### src/sr_ram_cfg.svh
// Constants for the 32-word distributed RAM cell
`ifndef SR_RAM_CFG_SVH
`define SR_RAM_CFG_SVH

// =============================================================
// Geometry
`define SR_ADDR_W      5
`define SR_DEPTH       32
`define SR_MAX_W       8
`define SR_DEF_W       1

// =============================================================
// Reset and configuration defaults
`define SR_INIT_IMAGE  32'h00000000
`define SR_WORD_RESET  8'h00
`define SR_OUT_RESET   8'h00
`define SR_REQ_RESET   15'h0000
`define SR_CLK_INVERT  1'b0

`endif

### src/sr_ram_pkg.sv
// Types shared by the 32-word distributed RAM cell
`include "sr_ram_cfg.svh"

package sr_ram_pkg;

  // ===========================================================
  // Write style of the cell, one-hot
  typedef enum logic [2:0] {
    SR_WRITE_RISE  = 3'b001,
    SR_WRITE_FALL  = 3'b010,
    SR_WRITE_LEVEL = 3'b100
  } sr_mode_type;

  // ===========================================================
  // Pin group as seen after synchronisation
  typedef struct packed {
    logic                   wclk;
    logic                   we;
    logic [`SR_ADDR_W-1:0]  addr;
    logic [`SR_MAX_W-1:0]   data;
  } sr_req_type;

endpackage : sr_ram_pkg

### src/sr_ram32.sv
// 32-word by 1/2/4/8-bit RAM cell with edge or level write and registered read
`timescale 1ns/1ns
`include "sr_ram_cfg.svh"

// Summary of operation
// - The memory holds 32 words picked by a 5-bit address, each 1, 2, 4 or 8 bits wide.
// - In the edge-written styles no write clock edge changes anything while enable is low.
// - In the rising style a low-to-high write clock edge with enable high stores the data.
// - In the falling 1-bit style only a high-to-low edge with enable high stores the bit.
// - The edge-written styles can flip the write clock polarity by a build option.
// - In the edge-written styles the output shows the word at the applied address.
// - In the level style the data is loaded into the addressed word while enable is high.
// - In the level style no stored word changes while enable is low, whatever address or data do.
// - In the level style the output always shows the addressed word.
// - Only the 1-bit cell takes a preset image; wider cells start from a fixed clear word.
module sr_ram32
  import sr_ram_pkg::*;
#(
  parameter int          DATA_W     = `SR_DEF_W,
  parameter sr_mode_type WRITE_MODE = SR_WRITE_RISE,
  parameter logic        CLK_INVERT = `SR_CLK_INVERT,
  parameter logic [`SR_DEPTH-1:0] INIT_IMAGE = `SR_INIT_IMAGE
)
(
  input  wire logic                  ref_clk,
  input  wire logic                  rst,
  input  wire logic                  write_clock,
  input  wire logic                  write_enable,
  input  wire logic [`SR_ADDR_W-1:0] word_address,
  input  wire logic [DATA_W-1:0]     data_in_bus,
  output logic      [DATA_W-1:0]     data_out_bus
);

  localparam int MAX_W = `SR_MAX_W;

  // ===========================================================
  // Pin synchronisers
  // All pins pass the same two stages so address, data and
  // enable stay aligned with the write clock they belong to.
  sr_req_type pin_req;
  sr_req_type meta_req;
  sr_req_type sync_req;
  logic       prev_clk;
  sr_req_type next_meta_req;
  sr_req_type next_sync_req;
  logic       next_prev_clk;
  logic       eff_clk;

  always_comb
  begin
    pin_req.wclk  = write_clock;
    pin_req.we    = write_enable;
    pin_req.addr  = word_address;
    pin_req.data  = MAX_W'(data_in_bus);
    next_meta_req = pin_req;
    next_sync_req = meta_req;
    // Polarity flip lives here, no gate on the pin itself
    eff_clk       = sync_req.wclk ^ CLK_INVERT;
    next_prev_clk = eff_clk;
  end

  always_ff @(posedge ref_clk)
  begin
    if (rst)
    begin
      meta_req <= `SR_REQ_RESET;
      sync_req <= `SR_REQ_RESET;
      // Idle level of the tracker matches the adjusted clock: no false edge
      prev_clk <= CLK_INVERT;
    end
    else
    begin
      meta_req <= next_meta_req;
      sync_req <= next_sync_req;
      prev_clk <= next_prev_clk;
    end
  end

  // ===========================================================
  // Write decision
  logic rise_seen;
  logic fall_seen;
  logic do_write;

  always_comb
  begin
    rise_seen = eff_clk & ~prev_clk;
    fall_seen = ~eff_clk & prev_clk;
    do_write  = 1'b0;
    unique case (WRITE_MODE)
      SR_WRITE_RISE:  do_write = sync_req.we & rise_seen;
      SR_WRITE_FALL:  do_write = sync_req.we & fall_seen;
      SR_WRITE_LEVEL: do_write = sync_req.we;
    endcase
  end

  // ===========================================================
  // Word decode
  // One compare per word; used by the strobes only, the checks compare the address directly
  function automatic logic word_hit
  (
    input logic [`SR_ADDR_W-1:0] addr,
    input int                    idx
  );
    return addr == `SR_ADDR_W'(idx);
  endfunction : word_hit

  logic [`SR_DEPTH-1:0] word_sel;

  generate
    for (genvar g = 0; g < `SR_DEPTH; g++)
    begin : g_word_sel
      assign word_sel[g] = do_write & word_hit(sync_req.addr, g);
    end
  endgenerate

  // ===========================================================
  // Storage and read path
  logic [DATA_W-1:0] mem      [`SR_DEPTH];
  logic [DATA_W-1:0] next_mem [`SR_DEPTH];
  logic [DATA_W-1:0] next_data_out;

  // Read is registered: three cycles behind the pins, but the
  // output comes straight from a flip-flop on the one clock
  always_comb
  begin
    for (int i = 0; i < `SR_DEPTH; i++)
    begin
      if (word_sel[i])
      begin
        next_mem[i] = sync_req.data[DATA_W-1:0];
      end
      else
      begin
        next_mem[i] = mem[i];
      end
    end
    // Read from the next image so a fresh write shows at once
    next_data_out = next_mem[sync_req.addr];
  end

  // Reset stands in for configuration: the 1-bit cell loads its
  // preset image, wider cells start from a fixed clear word so the
  // read path never shows unknowns; they take no user image.
  always_ff @(posedge ref_clk)
  begin
    for (int i = 0; i < `SR_DEPTH; i++)
    begin
      if (rst)
      begin
        mem[i] <= (DATA_W == 1) ? DATA_W'(INIT_IMAGE[i]) : DATA_W'(`SR_WORD_RESET);
      end
      else
      begin
        mem[i] <= next_mem[i];
      end
    end
  end

  always_ff @(posedge ref_clk)
  begin
    if (rst)
    begin
      data_out_bus <= DATA_W'(`SR_OUT_RESET);
    end
    else
    begin
      data_out_bus <= next_data_out;
    end
  end

  generate
    for (genvar k = 0; k < `SR_DEPTH; k++)
    begin : g_word_chk

    end
  endgenerate
endmodule : sr_ram32

### config.mk
export PLATFORM = sky130hd
export DESIGN_NAME = sr_ram32
export DESIGN_NICKNAME = d
export VERILOG_FILES = /design/src/sr_ram_pkg.sv /design/src/sr_ram32.sv
export VERILOG_INCLUDE_DIRS = /design/src
export SDC_FILE = /design/constraint.sdc
export NUM_CORES = 1
export LEC_CHECK = 0
export ABC_AREA = 1
export BUFFER_PORTS_ARGS = -buffer_cell sky130_fd_sc_hd__buf_4
export CAP_MARGIN = 40
export CORE_MARGIN = 2
export CORE_UTILIZATION = 45
export CTS_CLUSTER_SIZE = 30
export DETAILED_ROUTE_END_ITERATION = 8
export GPL_ROUTABILITY_DRIVEN = 0
export PLACE_DENSITY = 0.6
export SLEW_MARGIN = 20
export SYNTH_ARGS = -nofsm -noshare
export SYNTH_HDL_FRONTEND = slang
export SYNTH_SLANG_ARGS = --single-unit
### constraint.sdc
create_clock -name ref_clk -period 1.9 [get_ports ref_clk]
set_clock_uncertainty 0.1 [all_clocks]
set_input_delay 0.19 -clock ref_clk [delete_from_list [all_inputs] [get_ports ref_clk]]
set_output_delay 0.19 -clock ref_clk [all_outputs]
set_load 0.02 [all_outputs]
==> results of run 1 <==
-- layer usage --
metal | GRT usage (%) | up-vias | wire length, um | share of wire (%)
met5 | 0 | - | 0 | 0
met4 | 9.64 | 0 | 136 | 2.4
li1 | - | 1229 | - | -
met2 | 28.8 | 43 | 2460 | 44
met3 | 2.91 | 13 | 210 | 3.8
met1 | 27.7 | 1004 | 2750 | 49
-- final cells by class --
cell class | count | area (um2) | share of cell area [%]
Sequential cell | 50 | 1010 | 32.9
Clock buffer | 6 | 72.6 | 2.36
Inverter | 61 | 229 | 7.44
Timing Repair Buffer | 33 | 344 | 11.2
Clock inverter | 2 | 37.5 | 1.22
Multi-Input combinational cell | 263 | 1290 | 42.0
Tap cell | 70 | 87.6 | 2.85
-- flip-flops by register name (all words and copies together), names as in the netlist --
| register | cells |
|---|---|
| mem | 32 |
| meta_req | 8 |
| sync_req | 7 |
| data_out_bus | 1 |
| eff_clk | 1 |
| prev_clk | 1 |
-- power by group --
part	total, mW	switching, mW	internal (mW)
Clock	0.749	0.356	0.393
Combinational	0.144	0.0896	0.0543
Sequential	1.08	0.0141	1.06
-- stage by stage --
step | utilization (%) | hold WS, ns
CTS | 53.9 | 0.229
finish | 59.5 | 0.232
global route | 59.5 | 0.255
global placement | 50.2 | 0.289
detailed placement | 50.2 | 0.293
floorplan | - | 0.197
-- worst max path at each step --
stage	start	end
2_1_floorplan	eff_clk$_SDFF_PP0_	data_out_bus$_SDFF_PP0_
3_3_place_gp	sync_req[8]$_SDFF_PP0_	data_out_bus$_SDFF_PP0_
3_5_place_dp	sync_req[8]$_SDFF_PP0_	data_out_bus$_SDFF_PP0_
4_1_cts	sync_req[8]$_SDFF_PP0_	data_out_bus$_SDFF_PP0_
5_1_grt	prev_clk$_SDFF_PP0_	data_out_bus$_SDFF_PP0_
6_report	prev_clk$_SDFF_PP0_	data_out_bus$_SDFF_PP0_
-- logic make-up after synthesis --
| group | after synthesis |
|---|---|
| and+or+nand+nor | 248 |
| DFF | 50 |
| AOI/OAI and AO/OA | 15 |
| buffers and inverters | 75 |
-- timing repair --
item                                   4_1_cts  5_1_grt
endpoints found under the hold margin        8        0
buffers inserted                             0        5
setup endpoints to repair                    0        1
hold buffers                                 8        0
gates resized for setup                      0       62
-- cell usage in the layout, fill, tap and decap left out, drive strengths merged --
cell	instances
clkbuf	7
bufinv	1
clkinvlp	1
buf	24
nand2	104
o21ai	7
o211ai	2
dfxtp	50
nor2	84
dlygate4sd3	8
inv	61
nand4	3
a21oi	2
nand3	56
nor3b	1
o21bai	4
==> impl_results.md, run 1 <==
* CP peak stage delay at 0.32 ns
* Adder-cell area share of the yosys netlist at 0%
* Cells along the critical path: inv_2 -> nand3_4 -> nor2_4 -> buf_12 -> buf_6 -> nand3_2 -> o211ai_1 -> nand2_1 -> inv_1 -> nand3_1 -> nor2_1 -> nor2_1
* #FFs+latches synth at 50
* Source of the worst hold timing path: rst
* Placed instance area at 2600 um2
* Synth Area in Compound Gates at 3.70%
* Worst relative slew slack at 66.4%
* Fin nets at 424
* Synth-to-Final Area Change at 26.5%
* Design Area, Final at 3080 um2
* Average via count per standard cell at 4.72
* Number of setup violations in the final report at 0
* Area of the placeable core at 5170 um2
* Fmax at 562 MHz
* Hold violation total from the final report at 0
* Die ar. at 6010 um2
* Number of antenna violations at the first check in global routing at 0
* Mux contribution to synthesized area at 0%
* Biggest area contributors in the synthesized netlist: dfxtp_1 (41%), nand2_1 (16%), nor2_1 (13%), nand3_1 (11%), inv_1 (9.3%)
* Sort of element at the end of the critical path: flop
* Pins over their slew limit at 0
* Number of sinks on the clock net at 50
* Placement-stage worst setup slack at 0.0569 ns
* Cell taking the most area after synthesis: dfxtp_1
* Top-level port count at 11
* Basic-gate share of the synthesized area counting and, or, nand and nor cells at 42.3%
* Minimum period implied by the final worst setup slack at 1.78 ns
* Number of global-route vias before repair at 2033
* First-pass GRT wire length at 9.27 mm
* Total instance count after detailed placement at 462
* Hold Crit Class: input port to flop
* Critical path type: flop to flop
* IO Port Bufs at 10
* Largest net degree at the start of global routing at 51
* Fraction of final layout cells with drive strength greater than 1 at 17.8%
* Largest family of logic cells by synthesized area: simple AND/OR/NAND/NOR gates
* Family of cells with the greatest summed delay on the critical path: simple AND/OR/NAND/NOR gates
* IR drop worst, VDD at 0.374 mV
* Clock H-tree levels at 2
* Hold depth at 2
* Total detailed-routing wirelength at 5.56 mm
* Die Y-Extent at 77.5 um
* Most numerous cell in the Yosys netlist: nand2_1
* Power density over cell area at 641 nW/um2
* Die X at 77.5 um
* GRT Residual Overflow at 0
* Number of cells in the finished layout apart from fillers at 485
* Yosys cell types at 21
* Total number of vias at 2289
* Crit start category: flop
* Root buffer cell: clkbuf_8
* Number of buffers and inverters on the critical path at 4
* Fraction of synthesized cell area in xor and xnor cells at 0%
* Fraction of registers with async set/reset at 0%
* R2r endpoint: data_out_bus$_SDFF_PP0_
* Worst path required time at 2.00 ns
* Post-synthesis net count at 398
* Number of standard cells after synthesis at 388
* Cell row count at 26
* Leading cell types by count after synthesis: nand2_1 (104), nor2_1 (81), inv_1 (60)
* TritonCTS clock tree: built
* Final TNS setup at 0 ns
* GRT Total Usage at 19.5%
* Largest fanout on the critical path at 6
* HPWL after detailed placement at 3.68 mm
* Inserted Clock Buffers at 5
* Initial standard-cell utilization of the core at 47.0%
* Antenna cells at 0
* First-pass iteration count of the detailed router at 4
* Wirelength per Cell at 11.5 um
* Worst Max-Slew Pin Slew at 0.504 ns
* Average cell area after synthesis at 6.27 um2
* Routed Antenna Nets at 0
* PnR worst setup slack at 0.121 ns
* DRC Markers at 0
* Max Buffers Root-to-Sink at 2
* Proportion of synthesized chip area in sequential cells at 41.2%
* Period utilisation layout at 93.6%
* Critical Path Most Common Cell: nor2_1
* Synth warnings at 0
* FILL cells at 502
* Status: complete, no violations
* Number of enable flip-flop cells after synthesis at 0
* Cells on worst reg2reg path at 12
* Latest clock arrival within the worst-skew pair at 0.30 ns
* Overall power at 1.97 mW
* Area of the mapped netlist at 2430 um2
* Area share of the largest cell type after synthesis at 41.2%
* Leak pwr at 1.35 nW
* WP data arrival at 1.88 ns
* Worst hold endpoint: mem[1][11]$_SDFF_PP0_
* Worst reg2reg path startpoint: prev_clk$_SDFF_PP0_
* Clk slew on worst S/H paths at 0.09 ns
* Flip-flop cell with the highest count after synthesis: dfxtp_1
* Drt first-iter violations at 143
* Max cap viols at 0
* Worst-case register-to-register setup slack at 0.12 ns
* Cell at the slowest stage of the critical path: dfxtp_2
* Count of cell instances traversed by the critical path at 12
Power figures use the tool's default switching activity.
==> inputs of run 2 (changes only) <==
clock period = 1.8 ns   (was 1.9 ns; I/O delays follow)
==> run 2 against run 1 <==
  * Sequential share of layout area is 0.48 points higher
  * First-iteration DRC count is 12% higher
  * Cell count is 0.21% lower
  * Highest routed layer unchanged
  * Critical endpoint unchanged
  * Combinational power is 4% higher
==> impl_results.md, run 2 (synthesis gave the netlist of run 1 again) <==
* Max reg flops at 32 (unchanged)
* Largest net degree at the start of global routing at 51 (unchanged)
* Max cap viols at 0 (unchanged)
* Pins over their slew limit at 0 (unchanged)
* Fin Hold WS at 0.215 ns (was 0.232 ns)
* Antenna cells at 0 (unchanged)
* Top-level port count at 11 (unchanged)
* IR drop worst, VDD at 0.448 mV (was 0.374 mV)
* Synth-to-Final Area Change at 25.5% (was 26.5%)
* Critical path type: flop to flop (unchanged)
* Largest fanout on the critical path at 14 (was 6)
* Period utilisation layout at 97.0% (was 93.6%)
* TritonCTS clock tree: built (unchanged)
* Initial standard-cell utilization of the core at 47.0% (unchanged)
* Unrepaired setup endpoints after global routing: yes
* Number of antenna violations at the first check in global routing at 0 (unchanged)
* Wirelength per Cell at 11.6 um (was 11.5 um)
* Die Y-Extent at 77.5 um (unchanged)
* Cell row count at 26 (unchanged)
* Overall power at 2.08 mW (was 1.97 mW)
* Inserted Clock Buffers at 5 (unchanged)
* Commonest cells after routing, fill and taps aside: nand2_1 (96), nor2_1 (67), inv_1 (57) (was nand2_1 (95), nor2_1 (66), inv_1 (58))
* Number of sinks on the clock net at 50 (unchanged)
* Internal power summed over all cells at 1.59 mW (was 1.51 mW)
* Sequential cell area at 1020 um2 (was 1010 um2)
* First-pass iteration count of the detailed router at 5 (was 4)
* Net Switching at 0.482 mW (was 0.459 mW)
* Die X at 77.5 um (unchanged)
* Sort of element at the end of the critical path: flop (unchanged)
* Switching share of total power at 23.2% (was 23.3%)
* Worst relative slew slack at 66.8% (was 66.4%)
* Commonest non-fill, non-tap cell in the layout: nand2_1 (unchanged)
* Total detailed-routing wirelength at 5.60 mm (was 5.56 mm)
* Registers with the most flip-flops: mem: 32 flops, meta_req: 8 flops, sync_req: 7 flops (unchanged)
* GRT Total Usage at 19.2% (was 19.5%)
* Final TNS setup at 0 ns (unchanged)
* Fin nets at 423 (was 424)
* HPWL after detailed placement at 3.64 mm (was 3.68 mm)
* Hold Crit Class: input port to flop (unchanged)
* Power density over cell area at 680 nW/um2 (was 641 nW/um2)
* Sequential cell fraction of total power at 54.7% (about the same)
* Area of the placeable core at 5170 um2 (unchanged)
* FILL cells at 491 (was 502)
* Number of global-route vias before repair at 2066 (was 2033)
* Die ar. at 6010 um2 (unchanged)
* Hold violation total from the final report at 0 (unchanged)
* Status: complete, no violations (unchanged)
* Drt first-iter violations at 160 (was 143)
* Number of setup violations in the final report at 0 (unchanged)
* Max Buffers Root-to-Sink at 2 (unchanged)
* Top reg by flops: mem (unchanged)
* Routed Antenna Nets at 0 (unchanged)
* IO Port Bufs at 10 (unchanged)
* Worst path required time at 1.91 ns (was 2.00 ns)
* Clk slew on worst S/H paths at 0.09 ns (about the same)
* Worst Max-Slew Pin Slew at 0.498 ns (was 0.504 ns)
* First-pass GRT wire length at 9.23 mm (was 9.27 mm)
* Part of the total power dissipated in combinational logic at 7.2% (was 7.3%)
* Minimum period implied by the final worst setup slack at 1.75 ns (was 1.78 ns)
* Area of the multi-input gates at 1260 um2 (was 1290 um2)
* Leak pwr at 1.34 nW (was 1.35 nW)
* Latest clock arrival within the worst-skew pair at 0.31 ns (was 0.30 ns)
* WP data arrival at 1.85 ns (was 1.88 ns)
* Clock group share of total power at 38.0% (about the same)
* DRC Markers at 0 (unchanged)
* Clock H-tree levels at 2 (unchanged)
* Crit start category: flop (unchanged)
* Average via count per standard cell at 4.77 (was 4.72)
* Fmax at 573 MHz (was 562 MHz)
* Total number of vias at 2309 (was 2289)
* GRT Residual Overflow at 0 (unchanged)
* Fraction of final layout cells with drive strength greater than 1 at 16.9% (was 17.8%)
* Root buffer cell: clkbuf_8 (unchanged)
## run 2: power by group through the flow
stage	logic (mW)	registers, mW	clock network [mW]
5_1_grt	0.167	1.14	0.856
3_5_place_dp	0.116	1.16	0
6_report	0.150	1.14	0.790
4_1_cts	0.133	1.13	0.820
2_1_floorplan	0.0700	1.16	0
3_3_place_gp	0.116	1.16	0
## run 2: metal layers
metal  up-vias  routed length [um]  global-route usage (%)
li1       1234                   -                       -
met1      1014                2680                    25.7
met2        50                2490                    30.3
met3        11                 302                    4.30
met4         0                 124                    7.50
met5         -                   0                       0
## run 2: stage by stage
| step | utilization [%] | setup slack [ns] | cells | area (um2) |
|---|---|---|---|---|
| after floorplan | - | 0.207 | 388 | 2430 |
| after global placement | 51.0 | -0.102 | 464 | 2640 |
| after detailed placement | 51.0 | -0.0419 | 464 | 2640 |
| after CTS | 55.2 | 0.0252 | 480 | 2860 |
| after global routing | 59.0 | -0.0725 | 484 | 3050 |
| final | 59.0 | 0.0545 | 484 | 3050 |
## run 2: final timing paths
| path | startpoint | end | slack (ns) | cells past startpoint |
|---|---|---|---|---|
| max | prev_clk$_SDFF_PP0_ | data_out_bus$_SDFF_PP0_ | 0.05 | 14 |
| min | rst | sync_req[11]$_SDFF_PP0_ | 0.21 | 2 |
| min reg2reg | meta_req[8]$_SDFF_PP0_ | sync_req[8]$_SDFF_PP0_ | 0.30 | 2 |
| max reg2reg | prev_clk$_SDFF_PP0_ | data_out_bus$_SDFF_PP0_ | 0.05 | 14 |
## run 2: cell type report
class                      count  share of cell area [%]
clock buffer                   6                    2.38
clock inverter                 2                    1.23
inverter                      61                    7.50
multi-input combinational    263                    41.5
sequential                    50                    33.4
tap                           70                    2.87
timing repair buffer          32                    11.2
## run 2: timing repair
action | CTS | global route
pin swaps | 0 | 4
setup buffers | 0 | 3
setup endpoints to repair | 1 | 1
resized for setup | 10 | 46
hold buffers | 8 | 0
endpoints found under the hold margin | 8 | 0
cloned | 0 | 1
## run 2: critical path, cell delays in order, from the launching register on
cell	delay, ns
dfxtp_1	0.32
inv_2	0.08
nand3_4	0.09
nor2_4	0.18
buf_12	0.12
clkbuf_16	0.15
nand3_1	0.08
nand3_1	0.10
nand2_1	0.05
nor2_1	0.09
nor2_1	0.05
nor2_1	0.10
nand2_1	0.05
nand2_1	0.05
nor2_1	0.04
